<file path="src/hw/tmas_cfg.svh">
// Purpose: offsets, field positions and reset values of the timer0 async/status block
// Assumes: 32-bit classic Wishbone, one register per aligned word
// Notes: data sits in bits 7:0, upper bits read as zero
`ifndef TMAS_CFG_SVH
`define TMAS_CFG_SVH

// ----------------------------------------
// register byte offsets
// ----------------------------------------
`define TMAS_OFF_ASYNC_CLOCK_STATUS 5'h00
`define TMAS_OFF_MASK 5'h04
`define TMAS_OFF_FLAG 5'h08
`define TMAS_OFF_GTC 5'h0C
`define TMAS_OFF_CNT 5'h10
`define TMAS_OFF_CMPA 5'h14
`define TMAS_OFF_CTLA 5'h18
`define TMAS_OFF_CTLB 5'h1C

// ----------------------------------------
// field positions
// ----------------------------------------
`define TMAS_B_EXT 6
`define TMAS_B_AS 5
`define TMAS_B_CUB 4
`define TMAS_B_OAB 3
`define TMAS_B_CAB 1
`define TMAS_B_CBB 0
`define TMAS_B_CMPA 1
`define TMAS_B_OVF 0
`define TMAS_B_TSM 7
`define TMAS_B_PRESCALER_RESET_TIMER_ZERO 1
`define TMAS_B_PRESCALER_RESET_TIMER_ONE 0
`define TMAS_B_WGM0 0
`define TMAS_B_WGM1 1
`define TMAS_B_FORCE 7

// ----------------------------------------
// reset values and readable-bit masks
// ----------------------------------------
`define TMAS_RST_BYTE 8'h00
`define TMAS_MASK_CTLA 8'hC3
`define TMAS_MASK_CTLB 8'h07

`endif

</file>
<file path="src/hw/tmas_pkg.sv">
// Purpose: shared types of the timer0 async/status block
// Assumes: nothing
// Notes: constants live in tmas_cfg.svh
package tmas_pkg;

  // ----------------------------------------
  // types
  // ----------------------------------------
  typedef logic [7:0] tmas_byte_t;

  typedef enum logic [1:0] {
    TMAS_SRC_IO = 2'h0,
    TMAS_SRC_XTAL = 2'h1,
    TMAS_SRC_EXT = 2'h2
  } tmas_src_e;

endpackage

</file>
<file path="src/hw/tmas_xfer_if.sv">
// Purpose: carries update requests and commits between register file and transfer logic
// Assumes: single clock domain (io clock)
// Notes: bit order is counter, compare a, control a, control b
`timescale 1ns/1ns
interface tmas_xfer_if;
  logic async_mode;
  logic [3:0] req;
  logic [3:0] busy;
  logic [3:0] commit;
  logic tick;

  modport regs (output async_mode, output req, input busy, input commit, input tick);
  modport sync (input async_mode, input req, output busy, output commit, output tick);
endinterface

</file>
<file path="src/hw/tmas_top.sv">
// Purpose: control, status and interrupt logic around an 8-bit timer/counter
// Assumes: counter core outside; its events and live count arrive on the io clock
// Notes: registers reached over classic Wishbone, ack one cycle after request
// Function
// - external clock buffer on when external-clock enable and async select both set
// - crystal oscillator runs only while external-clock enable is zero
// - async select zero uses io clock, one uses crystal or external clock
// - async select sticks only when system clock is RC or watchdog oscillator
// - async counter write sets its busy flag, cleared once counter loaded
// - async compare a write sets its busy flag, cleared once loaded
// - async control a/b writes set own busy flag, cleared once loaded
// - counter reads live value; compare and controls read holding registers
// - reserved bits of status, mask, flag, general control read zero
// - compare interrupt requested when enable, global enable and flag all one
// - overflow interrupt requested when enable, global enable and flag all one
// - compare flag set on match, cleared by vector or writing one
// - overflow flag set on overflow, cleared by vector or writing one
// - in phase-correct mode overflow flag sets on reversal at bottom
// - writing one to timer-zero prescaler reset resets it, then self-clears
// - in async mode prescaler reset bit stays until reset completed
// - while sync hold set, prescaler reset bits are not cleared
// - writing sync hold zero clears both prescaler reset bits together
//
// Decided for this implementation: the placing of the registers and the Wishbone register port.
`timescale 1ns/1ns
`include "tmas_cfg.svh"

module tmas_top
  import tmas_pkg::*;
(
  input wire logic clk_i,
  input wire logic rst_i,
  input wire logic wb_cyc_i,
  input wire logic wb_stb_i,
  input wire logic wb_we_i,
  input wire logic [4:0] wb_adr_i,
  input wire logic [3:0] wb_sel_i,
  input wire logic [31:0] wb_dat_i,
  output logic [31:0] wb_dat_o,
  output logic wb_ack_o,
  input wire logic async_clk_i,
  input wire logic clk_src_ok_i,
  input wire logic gie_i,
  input wire logic [7:0] cnt_live_i,
  input wire logic cmp_match_i,
  input wire logic max_wrap_i,
  input wire logic bottom_turn_i,
  input wire logic cmp_vec_ack_i,
  input wire logic ovf_vec_ack_i,
  output logic cnt_load_o,
  output logic [7:0] cnt_load_val_o,
  output logic [7:0] cmp_a_o,
  output logic [7:0] ctrl_a_o,
  output logic [7:0] ctrl_b_o,
  output logic force_cmp_o,
  output logic [1:0] tmr_clk_src_o,
  output logic ext_buf_en_o,
  output logic osc_run_o,
  output logic prescaler_reset_timer_zero_o,
  output logic prescaler_reset_timer_one_o,
  output logic irq_cmp_o,
  output logic irq_ovf_o
);

  // ----------------------------------------
  // helpers
  // ----------------------------------------
  function automatic logic [31:0] pad8(input tmas_byte_t v);
    pad8 = {24'h00_0000, v};
  endfunction

  // ----------------------------------------
  // state
  // ----------------------------------------
  logic ack_r;
  logic [31:0] dat_r;
  logic ext_r;
  logic as_r;
  logic ocie_r;
  logic toie_r;
  logic ocf_r;
  logic tov_r;
  logic tsm_r;
  logic prescaler_reset_timer_zero_r;
  logic prescaler_reset_timer_one_r;
  tmas_byte_t cnt_tmp_r;
  tmas_byte_t cmp_tmp_r;
  tmas_byte_t cta_tmp_r;
  tmas_byte_t ctb_tmp_r;
  tmas_byte_t cmp_act_r;
  tmas_byte_t cta_act_r;
  tmas_byte_t ctb_act_r;
  logic cnt_load_r;
  tmas_byte_t cnt_val_r;
  logic force_r;
  tmas_src_e src_r;
  logic ext_buf_r;
  logic osc_run_r;
  logic irq_cmp_r;
  logic irq_ovf_r;

  tmas_xfer_if xif ();

  // ----------------------------------------
  // bus decode
  // ----------------------------------------
  wire req;
  wire wr_go;
  wire tmas_byte_t wd;
  wire hit_async_clock_status;
  wire hit_mask;
  wire hit_flag;
  wire hit_gtc;
  wire hit_cnt;
  wire hit_cmp;
  wire hit_cta;
  wire hit_ctb;
  wire wr_async_clock_status;
  wire wr_mask;
  wire wr_flag;
  wire wr_gtc;
  wire wr_cnt;
  wire wr_cmp;
  wire wr_cta;
  wire wr_ctb;

  assign req = wb_cyc_i & wb_stb_i;
  // a write takes effect on the edge where the master sees ack
  assign wr_go = req & wb_we_i & ack_r & wb_sel_i[0];
  assign wd = wb_dat_i[7:0];

  assign hit_async_clock_status = (wb_adr_i == `TMAS_OFF_ASYNC_CLOCK_STATUS);
  assign hit_mask = (wb_adr_i == `TMAS_OFF_MASK);
  assign hit_flag = (wb_adr_i == `TMAS_OFF_FLAG);
  assign hit_gtc = (wb_adr_i == `TMAS_OFF_GTC);
  assign hit_cnt = (wb_adr_i == `TMAS_OFF_CNT);
  assign hit_cmp = (wb_adr_i == `TMAS_OFF_CMPA);
  assign hit_cta = (wb_adr_i == `TMAS_OFF_CTLA);
  assign hit_ctb = (wb_adr_i == `TMAS_OFF_CTLB);

  assign wr_async_clock_status = wr_go & hit_async_clock_status;
  assign wr_mask = wr_go & hit_mask;
  assign wr_flag = wr_go & hit_flag;
  assign wr_gtc = wr_go & hit_gtc;
  assign wr_cnt = wr_go & hit_cnt;
  assign wr_cmp = wr_go & hit_cmp;
  assign wr_cta = wr_go & hit_cta;
  assign wr_ctb = wr_go & hit_ctb;

  // ----------------------------------------
  // read data
  // ----------------------------------------
  wire tmas_byte_t rd_async_clock_status;
  wire tmas_byte_t rd_mask;
  wire tmas_byte_t rd_flag;
  wire tmas_byte_t rd_gtc;
  wire [31:0] rdata;

  assign rd_async_clock_status = {1'b0, ext_r, as_r, xif.busy[0], xif.busy[1],
                    1'b0, xif.busy[2], xif.busy[3]};
  assign rd_mask = {6'h00, ocie_r, toie_r};
  assign rd_flag = {6'h00, ocf_r, tov_r};
  assign rd_gtc = {tsm_r, 5'h00, prescaler_reset_timer_zero_r, prescaler_reset_timer_one_r};

  assign rdata = hit_async_clock_status ? pad8(rd_async_clock_status) :
                 hit_mask ? pad8(rd_mask) :
                 hit_flag ? pad8(rd_flag) :
                 hit_gtc ? pad8(rd_gtc) :
                 hit_cnt ? pad8(cnt_live_i) :
                 hit_cmp ? pad8(cmp_tmp_r) :
                 hit_cta ? pad8(cta_tmp_r & `TMAS_MASK_CTLA) :
                 hit_ctb ? pad8(ctb_tmp_r & `TMAS_MASK_CTLB) :
                 32'h0000_0000;

  // ----------------------------------------
  // bus slave
  // ----------------------------------------
  always_ff @(posedge clk_i) begin
    if (rst_i) begin
      ack_r <= 1'b0;
      dat_r <= 32'h0000_0000;
    end else begin
      ack_r <= req & ~ack_r;
      if (req & ~ack_r) begin
        dat_r <= rdata;
      end
    end
  end

  // ----------------------------------------
  // async transfer hand-off
  // ----------------------------------------
  wire [3:0] wr_held;

  assign wr_held = {wr_ctb, wr_cta, wr_cmp, wr_cnt};
  assign xif.async_mode = as_r;
  assign xif.req = wr_held & {4{as_r}};

  tmas_xfer u_xfer (
    .clk_i(clk_i),
    .rst_i(rst_i),
    .async_clk_i(async_clk_i),
    .xif(xif)
  );

  // ----------------------------------------
  // clock source selection
  // ----------------------------------------
  wire as_nxt;
  wire tmas_src_e src_nxt;

  // a one only sticks while the system clock allows switching
  assign as_nxt = (wr_async_clock_status ? wd[`TMAS_B_AS] : as_r) & clk_src_ok_i;
  assign src_nxt = ~as_r ? TMAS_SRC_IO :
                   ext_r ? TMAS_SRC_EXT : TMAS_SRC_XTAL;

  always_ff @(posedge clk_i) begin
    if (rst_i) begin
      ext_r <= 1'b0;
      as_r <= 1'b0;
      src_r <= TMAS_SRC_IO;
      ext_buf_r <= 1'b0;
      osc_run_r <= 1'b1;
    end else begin
      if (wr_async_clock_status) begin
        ext_r <= wd[`TMAS_B_EXT];
      end
      as_r <= as_nxt;
      src_r <= src_nxt;
      ext_buf_r <= ext_r & as_r;
      osc_run_r <= ~ext_r;
    end
  end

  // ----------------------------------------
  // holding and active registers
  // ----------------------------------------
  always_ff @(posedge clk_i) begin
    if (rst_i) begin
      cnt_tmp_r <= `TMAS_RST_BYTE;
      cmp_tmp_r <= `TMAS_RST_BYTE;
      cta_tmp_r <= `TMAS_RST_BYTE;
      ctb_tmp_r <= `TMAS_RST_BYTE;
    end else begin
      if (wr_cnt) begin
        cnt_tmp_r <= wd;
      end
      if (wr_cmp) begin
        cmp_tmp_r <= wd;
      end
      if (wr_cta) begin
        cta_tmp_r <= wd & `TMAS_MASK_CTLA;
      end
      if (wr_ctb) begin
        ctb_tmp_r <= wd;
      end
    end
  end

  wire sync_cnt;
  wire sync_cmp;
  wire sync_cta;
  wire sync_ctb;

  assign sync_cnt = wr_cnt & ~as_r;
  assign sync_cmp = wr_cmp & ~as_r;
  assign sync_cta = wr_cta & ~as_r;
  assign sync_ctb = wr_ctb & ~as_r;

  // synchronous writes land at once; held ones on a commit
  always_ff @(posedge clk_i) begin
    if (rst_i) begin
      cmp_act_r <= `TMAS_RST_BYTE;
      cta_act_r <= `TMAS_RST_BYTE;
      ctb_act_r <= `TMAS_RST_BYTE;
      cnt_load_r <= 1'b0;
      cnt_val_r <= `TMAS_RST_BYTE;
      force_r <= 1'b0;
    end else begin
      if (sync_cmp) begin
        cmp_act_r <= wd;
      end else if (xif.commit[1]) begin
        cmp_act_r <= cmp_tmp_r;
      end
      if (sync_cta) begin
        cta_act_r <= wd & `TMAS_MASK_CTLA;
      end else if (xif.commit[2]) begin
        cta_act_r <= cta_tmp_r;
      end
      if (sync_ctb) begin
        ctb_act_r <= wd & `TMAS_MASK_CTLB;
      end else if (xif.commit[3]) begin
        ctb_act_r <= ctb_tmp_r & `TMAS_MASK_CTLB;
      end
      cnt_load_r <= sync_cnt | xif.commit[0];
      cnt_val_r <= sync_cnt ? wd : cnt_tmp_r;
      // force is a strobe; only the control b holding register keeps it as state
      force_r <= (sync_ctb & wd[`TMAS_B_FORCE]) |
                 (xif.commit[3] & ctb_tmp_r[`TMAS_B_FORCE]);
    end
  end

  // ----------------------------------------
  // interrupt enables and flags
  // ----------------------------------------
  wire phase_pwm;
  wire ovf_evt;
  wire ocf_nxt;
  wire tov_nxt;

  assign phase_pwm = ~cta_act_r[`TMAS_B_WGM1] & cta_act_r[`TMAS_B_WGM0];
  assign ovf_evt = phase_pwm ? bottom_turn_i : max_wrap_i;
  // a new event wins over a clear in the same cycle
  assign ocf_nxt = cmp_match_i |
                   (ocf_r & ~(wr_flag & wd[`TMAS_B_CMPA]) & ~cmp_vec_ack_i);
  assign tov_nxt = ovf_evt |
                   (tov_r & ~(wr_flag & wd[`TMAS_B_OVF]) & ~ovf_vec_ack_i);

  always_ff @(posedge clk_i) begin
    if (rst_i) begin
      ocie_r <= 1'b0;
      toie_r <= 1'b0;
      ocf_r <= 1'b0;
      tov_r <= 1'b0;
      irq_cmp_r <= 1'b0;
      irq_ovf_r <= 1'b0;
    end else begin
      if (wr_mask) begin
        ocie_r <= wd[`TMAS_B_CMPA];
        toie_r <= wd[`TMAS_B_OVF];
      end
      ocf_r <= ocf_nxt;
      tov_r <= tov_nxt;
      irq_cmp_r <= ocie_r & gie_i & ocf_r;
      irq_ovf_r <= toie_r & gie_i & tov_r;
    end
  end

  // ----------------------------------------
  // prescaler reset and sync hold
  // ----------------------------------------
  wire tsm_release;
  wire prescaler_reset_timer_zero_done;

  assign tsm_release = wr_gtc & tsm_r & ~wd[`TMAS_B_TSM];
  // in async mode the prescaler sits on the timer clock, so wait for its edge
  assign prescaler_reset_timer_zero_done = ~as_r | xif.tick;

  always_ff @(posedge clk_i) begin
    if (rst_i) begin
      tsm_r <= 1'b0;
      prescaler_reset_timer_zero_r <= 1'b0;
      prescaler_reset_timer_one_r <= 1'b0;
    end else begin
      if (wr_gtc) begin
        tsm_r <= wd[`TMAS_B_TSM];
      end
      if (tsm_release) begin
        prescaler_reset_timer_zero_r <= 1'b0;
        prescaler_reset_timer_one_r <= 1'b0;
      end else if (wr_gtc) begin
        prescaler_reset_timer_zero_r <= wd[`TMAS_B_PRESCALER_RESET_TIMER_ZERO];
        prescaler_reset_timer_one_r <= wd[`TMAS_B_PRESCALER_RESET_TIMER_ONE];
      end else if (~tsm_r) begin
        if (prescaler_reset_timer_zero_done) begin
          prescaler_reset_timer_zero_r <= 1'b0;
        end
        prescaler_reset_timer_one_r <= 1'b0;
      end
    end
  end

  // ----------------------------------------
  // outputs
  // ----------------------------------------
  assign wb_ack_o = ack_r;
  assign wb_dat_o = dat_r;
  assign cnt_load_o = cnt_load_r;
  assign cnt_load_val_o = cnt_val_r;
  assign cmp_a_o = cmp_act_r;
  assign ctrl_a_o = cta_act_r;
  assign ctrl_b_o = ctb_act_r;
  assign force_cmp_o = force_r;
  assign tmr_clk_src_o = src_r;
  assign ext_buf_en_o = ext_buf_r;
  assign osc_run_o = osc_run_r;
  assign prescaler_reset_timer_zero_o = prescaler_reset_timer_zero_r;
  assign prescaler_reset_timer_one_o = prescaler_reset_timer_one_r;
  assign irq_cmp_o = irq_cmp_r;
  assign irq_ovf_o = irq_ovf_r;

endmodule // tmas_top

</file>
<file path="src/hw/tmas_xfer.sv">
// Purpose: samples the timer clock pin and moves held values across on its edges
// Assumes: timer clock slower than half the io clock
// Notes: busy set wins over a commit in the same cycle
`timescale 1ns/1ns
module tmas_xfer (
  input wire logic clk_i,
  input wire logic rst_i,
  input wire logic async_clk_i,
  tmas_xfer_if.sync xif
);

  // ----------------------------------------
  // timer clock sampling
  // ----------------------------------------
  logic s1_r;
  logic s2_r;
  logic s3_r;
  logic tick_r;
  logic [3:0] busy_r;
  logic [3:0] commit_r;
  wire tick_w;
  wire [3:0] fire;
  wire [3:0] flush;
  wire [3:0] busy_nxt;

  assign tick_w = s2_r & ~s3_r;

  // ----------------------------------------
  // busy flags and commits
  // ----------------------------------------
  // a commit waits for a sampled timer edge, or for async mode to drop, then the flag drops with it
  assign fire = {4{tick_w}} & busy_r & ~xif.req;
  assign flush = {4{~xif.async_mode}} & busy_r;
  assign busy_nxt = (busy_r & ~fire & ~flush) | xif.req;

  always_ff @(posedge clk_i) begin
    if (rst_i) begin
      s1_r <= 1'b0;
      s2_r <= 1'b0;
      s3_r <= 1'b0;
      tick_r <= 1'b0;
      busy_r <= 4'h0;
      commit_r <= 4'h0;
    end else begin
      s1_r <= async_clk_i;
      s2_r <= s1_r;
      s3_r <= s2_r;
      tick_r <= tick_w;
      busy_r <= busy_nxt;
      commit_r <= fire | flush;
    end
  end

  assign xif.busy = busy_r;
  assign xif.commit = commit_r;
  assign xif.tick = tick_r;

endmodule // tmas_xfer

</file>
<file path="config.mk">
export PLATFORM = sky130hd
export DESIGN_NAME = tmas_top
export DESIGN_NICKNAME = d
export VERILOG_FILES = /design/src/hw/tmas_pkg.sv /design/src/hw/tmas_xfer_if.sv /design/src/hw/tmas_top.sv /design/src/hw/tmas_xfer.sv
export VERILOG_INCLUDE_DIRS = /design/src /design/src/hw
export SDC_FILE = /design/constraint.sdc
export NUM_CORES = 1
export LEC_CHECK = 0
export BUFFER_PORTS_ARGS = -buffer_cell sky130_fd_sc_hd__buf_4
export CAP_MARGIN = 30
export CORE_UTILIZATION = 36
export DETAILED_ROUTE_END_ITERATION = 10
export GPL_ROUTABILITY_DRIVEN = 0
export SLEW_MARGIN = 15
export SYNTH_ARGS = -nofsm -noshare
export SYNTH_HDL_FRONTEND = slang
export SYNTH_HIERARCHICAL = 1
export SYNTH_SLANG_ARGS = --single-unit
</file>
<file path="constraint.sdc">
create_clock -name clk_i -period 1.5 [get_ports clk_i]
set_clock_uncertainty 0.05 [all_clocks]
set_input_delay 0.15 -clock clk_i [delete_from_list [all_inputs] [get_ports clk_i]]
set_output_delay 0.15 -clock clk_i [all_outputs]
set_load 0.1 [all_outputs]
</file>
## Word level (Yosys, flattened, before mapping)

Index checks and enable logic that the tools add are counted.

- Logic and storage cells: 132
- Bits in registers: 113
- Bits of input ports: 62
- Output and inout bits: 75
- RAM bits: 0
- Memories: 0
- Latch bits: 0
- Memory bits (read-only): 0

- Bitwise gates (word level): 61
- Magnitude comparators: 0
- Reduce and logical (&&, ||, !) cells: 8
- Divide/modulo/power cells: 0
- Multiply operators: 0
- Equality and inequality tests: 8
- Shifts and indexed selects: 0
- $add $sub $neg: 0
- Mux-type cells: 23

Operator list:

| kind | count |
|---|---|
| $mux 8 | 12 |
| $and 1x1->1 | 35 |
| $and 4x4->4 | 6 |
| $eq 5x5->1 const B | 4 |
| $not 4->4 | 3 |
| $eq 5x4->1 const B | 2 |
| $not 1->1 | 10 |
| $mux 3 | 3 |
| $or 4x4->4 | 2 |
| $reduce_bool 2->1 | 4 |
| $mux 1 | 7 |
| $eq 5x3->1 const B | 1 |
| $logic_not 5->1 | 1 |
| $or 1x1->1 | 5 |
| $reduce_or 2->1 | 2 |
| $mux 2 | 1 |
| $ne 2x1->1 const B | 1 |
| $reduce_and 2->1 | 1 |

## Logic depth before layout (Yosys ltp)

- Depth in word-level cells: 12
- Mapped depth: 8
- Depth with buffers taken out: 5

## Modules after synthesis

Netlist, hierarchy kept.

By module, submodules not included:

| module | cells an instance | seq. area each (um2) | area an instance (um2) | times used |
|---|---|---|---|---|
| tmas_top | 360 | 1461.4 | 3509.6 | 1 |
| tmas_xfer | 35 | 240.2 | 390.4 | 1 |

## Worst setup path after synthesis

No wires, ideal clock.

- Path kind: register to register
- Start: register ack_r, in the netlist wb_ack_o
- End: register u_xfer.commit_r[1], in the netlist u_xfer/xif.commit[1]
- Clock period less this slack: 2305 ps
- Setup time: 116 ps
- Required time: 1334 ps
- Data arrival time: 2139 ps
- Path buffers: 2
- Cell stages (with the launch flop): 8
- Setup slack: -805 ps
- Path through: dfxtp_1 -> and4_1 -> buf_4 -> nand4_2 -> clkbuf_1 -> nor2_1 -> o21ai_1 -> and3b_1

- Cells in the longest elaborated chain, start to end: 7

RTL lines:

| what | RTL line | source |
|---|---|---|
| start, declared | tmas_top.sv:75 | `logic ack_r;` |
| start signal, assigned | tmas_top.sv:183 | `ack_r <= req & ~ack_r;` |
| $and 1x1->1 (2 in series) | tmas_top.sv:129 | `assign wr_go = req & wb_we_i & ack_r & wb_sel_i[0];` |
| $and 1x1->1 | tmas_top.sv:146 | `assign wr_cmp = wr_go & hit_cmp;` |
| $and 4x4->4 | tmas_top.sv:197 | `assign xif.req = wr_held & {4{as_r}};` |
| named net xif.req[1] | tmas_xfer_if.sv:7 | `logic [3:0] req;` |
| $not 4->4 | tmas_xfer.sv:32 | `assign fire = {4{tick_w}} & busy_r & ~xif.req;` |
| $and 4x4->4 | tmas_xfer.sv:32 |  |
| $or 4x4->4 | tmas_xfer.sv:50 | `commit_r <= fire \| flush;` |
| end signal, assigned | tmas_xfer.sv:50 |  |
| end, declared | tmas_xfer.sv:20 | `logic [3:0] commit_r;` |

The timed path passes the listed nets, and every way through them passes these cells.
A chain may end at the register's enable or synchronous reset.

## Worst setup path after layout

- Start: register cta_tmp_r[1]
- End: register dat_r[1], in the netlist wb_dat_o[1]

- Cells in the longest elaborated chain, start to end: 7

RTL lines:

| what | RTL line | source |
|---|---|---|
| start, declared | tmas_top.sv:88 | `tmas_byte_t cta_tmp_r;` |
| start signal, assigned | tmas_top.sv:242 | `` cta_tmp_r <= `TMAS_RST_BYTE; `` |
| start signal, assigned | tmas_top.sv:252 | `` cta_tmp_r <= wd & `TMAS_MASK_CTLA; `` |
| $mux 8 | tmas_top.sv:171 | `` hit_cta ? pad8(cta_tmp_r & `TMAS_MASK_CTLA) : `` |
| $mux 8 | tmas_top.sv:170 | `hit_cmp ? pad8(cmp_tmp_r) :` |
| $mux 8 | tmas_top.sv:169 | `hit_cnt ? pad8(cnt_live_i) :` |
| $mux 8 | tmas_top.sv:168 | `hit_gtc ? pad8(rd_gtc) :` |
| $mux 8 | tmas_top.sv:167 | `hit_flag ? pad8(rd_flag) :` |
| $mux 8 | tmas_top.sv:166 | `hit_mask ? pad8(rd_mask) :` |
| $mux 8 | tmas_top.sv:165 | `assign rdata = hit_async_clock_status ? pad8(rd_async_clock_status) :` |
| end signal, assigned | tmas_top.sv:185 | `dat_r <= rdata;` |
| end, declared | tmas_top.sv:76 | `logic [31:0] dat_r;` |

No other way between the ends.

==> summary.md <==
| Metric | Value |
|---|---|
| Initial Util | 0.3744 |
| Vias in the first global route | 3071 |
| RSZ-0062 raised after global routing | yes |
| Arrival @ worst endpoint | 1.65 ns |
| Routed length per instance | 15.16 µm |
| Worst VDD drop | 0.5198 mV |
| Pre-antenna DRT Iters | 4 |
| DRT antenna net count | 0 |
| Cell with the most instances after synthesis | dfxtp_1 |
| Nets | roughly 570 |
| Reg-to-reg endpoint | wb_dat_o[1] |
| Die height | around 110 µm |
| Post-Route WL | 9764 µm |
| DRT iter0 DRCs | 92 |
| Hold_sp | cmp_vec_ack_i |
| Post-synth top cells | dfxtp_1 (85), mux2i_1 (51), buf_4 (34) |
| Die width | 106.1 µm |
| Vias per cell | 4.828 |
| Num CTS Buffers | 9 |
| CTS Buffer Depth | 2 |
| Max Cap Violations | 0 |
| PortBufs | 76 |
| Fmax | between 600 and 700 MHz |
| Final Slew Violations | 0 |
| Yosys cell types | 56 |
| CTS root buf | clkbuf_8 |
| Htree depth | 3 |
| Overall Global Routing Usage | 0.1768 |
| Worst r2r src | cta_tmp_r[1] |
| R2r setup slk | 0.03 ns |
| N_diodes | 0 |
| Placement Setup Slack | -0.06337 ns |
| Crit end category | register |
| Yosys warning count | 6 |
| Worst hold slack | 0.008822 ns |
| Final min period | 1.466 ns |
| Async S/R FF share, synth | 0 |
| Worst-Skew Late Latency | 0.36 ns |
| Gr ovfl total | 0 |
| Final hold vios | 0 |
| Seq/Total Area, Yosys | 0.4363 |
| Critical setup path kind | reg -> reg |
| CTS tree | done |
| Design Power | 4.679 mW |
| Final worst setup slack | 0.03373 ns |
| Core area | 10420 µm² |
| Reg clk slew, reported paths | 0.09 ns |
| Top FF cell, synth | dfxtp_1 |
| Synthesized cell area | about 3900 µm² |
| Ports | between 100 and 150 |
| Hold Crit Class | in -> reg |
| Util after Layout | 0.4884 |
| Post-Synthesis Cells | approximately 400 |
| Synth top area share | 0.4363 |
| Post-synth EDFFs | 0 |
| Startpoint type of the worst setup path | register |
| Ratio of cells with drive above 1 in the final layout | 0.3543 |
| Synth area leader | dfxtp_1 |
| Seq cells post-synth | 85 |
| Reg2Reg Depth | 4 |
| Worst Path Max Fanout | 2 |
| DIE AREA | 11250 µm² |
| Outcome | completed |
| Pwr Density | 919.8 nW/µm² |
| Hold Path Cell Cnt | 3 |
| Top post-synthesis cells by area | dfxtp_1 (44%), mux2i_1 (13%), buf_4 (6.5%) |
| Non-Filler Instances | 644 |
| First-pass GRT wire length | 15530 µm |
| Cell Rows | 37 |
| Final setup viols | 0 |
| Tcrit/Tclk final | 0.9775 |
| DRC violations left | 0 |
| Crit path required time | approximately 1.7 ns |
| Initial antenna violation count | 0 |
| P_leak | between 2 and 2.5 nW |
| Area Overhead vs Synth | 30.45% |
| Dpl cells | 621 |
| Syn_area_per_cell | 9.873 µm² |
| Hold endpoint | ocf_r |
| Via Count | 3109 |
| Clk sinks | 85 |
| Pin count of the biggest net entering global routing | 24 |
| DP HPWL | between 7000 and 8000 µm |
## state kept, by name (all words and copies together), names as in the netlist, 8 cells and up
name,cells
cmp_tmp_r,8
cmp_a_o,8
cnt_tmp_r,8
wb_dat_o,8
cnt_load_val_o,8
## critical path: stages, from the launching register on
cell and delay [ns]:
dfxtp_1 0.33, mux4_2 0.46, and2_0 0.20, a2111oi_2 0.22
nor4_1 0.09
## cell type report
cell class / instances / area, µm²
repair buffers: 126 / 991.0
flip-flops and latches: 85 / 1713
multi-input cells: 275 / 1999
fillers: 995 / 5329
clock inverters: 5 / 60.06
inverters: 6 / 22.52
clock buffers: 11 / 131.4
well taps: 136 / 170.2
## layer usage
layer	up-vias	global-route usage	share of wire
li1	1534	-	-
met1	1490	0.2227	0.46
met2	75	0.3025	0.49
met3	10	0.04537	0.042
met4	0	0.03968	0.010
met5	-	0	0
## per-stage QoR
step,setup TNS (ns),cell area (µm²)
after floorplan,-4.598,4084
after global placement,-0.6694,4767
after detailed placement,-0.6480,4767
after CTS,-0.001825,5022
after global routing,-0.04152,5087
final,0,5087
## worst max-delay path by stage
stage	slack, ns	from	end	cells after the start
6_report	0.03	cta_tmp_r[1]	wb_dat_o[1]	4
3_5_place_dp	-0.06	wb_adr_i[3]	wb_dat_o[0]	7
5_1_grt	-0.02	cta_tmp_r[1]	wb_dat_o[1]	4
3_3_place_gp	-0.06	wb_ack_o	force_cmp_o	4
4_1_cts	-0.002	wb_ack_o	cnt_load_val_o[7]	5
2_1_floorplan	-0.22	wb_ack_o	ctrl_b_o[0]	6
## logic make-up (layout without fill, tap and decap cells)
group                  Yosys count  in the layout  synth area share
AOI/OAI and AO/OA               54             54           0.08983
buffers and inverters           67            148            0.1036
DFF                             85             85            0.4363
muxes                           58             58            0.1578
other                            1             33         0.0009615
and+or+nand+nor                130            130            0.2114
## power breakdown
group	switching [mW]	internal [mW]	total, mW
logic	0.600	0.196	0.796
registers	0.00925	2.27	2.28
clock network	0.827	0.778	1.60
total	1.44	3.24	4.68
## layout by cell type, fill, tap and decap left out, types with 3 or more instances in the layout
| master | n |
|---|---|
| a21oi_1 | 7 |
| nand2b_1 | 19 |
| nand3b_1 | 22 |
| inv_1 | 5 |
| buf_4 | 117 |
| dfxtp_2 | 3 |
| clkbuf_8 | 9 |
| and3b_1 | 4 |
| o21ai_1 | 5 |
| dlygate4sd3_1 | 5 |
| a31oi_1 | 4 |
| dfxtp_1 | 80 |
| mux2i_1 | 51 |
| nor3b_1 | 3 |
| nor3_1 | 6 |
| nor2_1 | 16 |
| or2_2 | 13 |
| nand2_1 | 6 |
| nand4_1 | 8 |
| conb_1 | 33 |
| mux2_2 | 5 |
| nor2b_1 | 5 |
| o21ai_0 | 18 |
## what timing repair did
item / CTS / global route
hold buffers: 4 / 1
hold endpoints to repair: 4 / 1
setup endpoints to repair: 17 / 31
setup buffers: 0 / 1
gates cloned: 1 / 0
resized for setup: 8 / 13
pin swaps: 0 / 2
No activity file was read; power rests on OpenSTA's default activity.
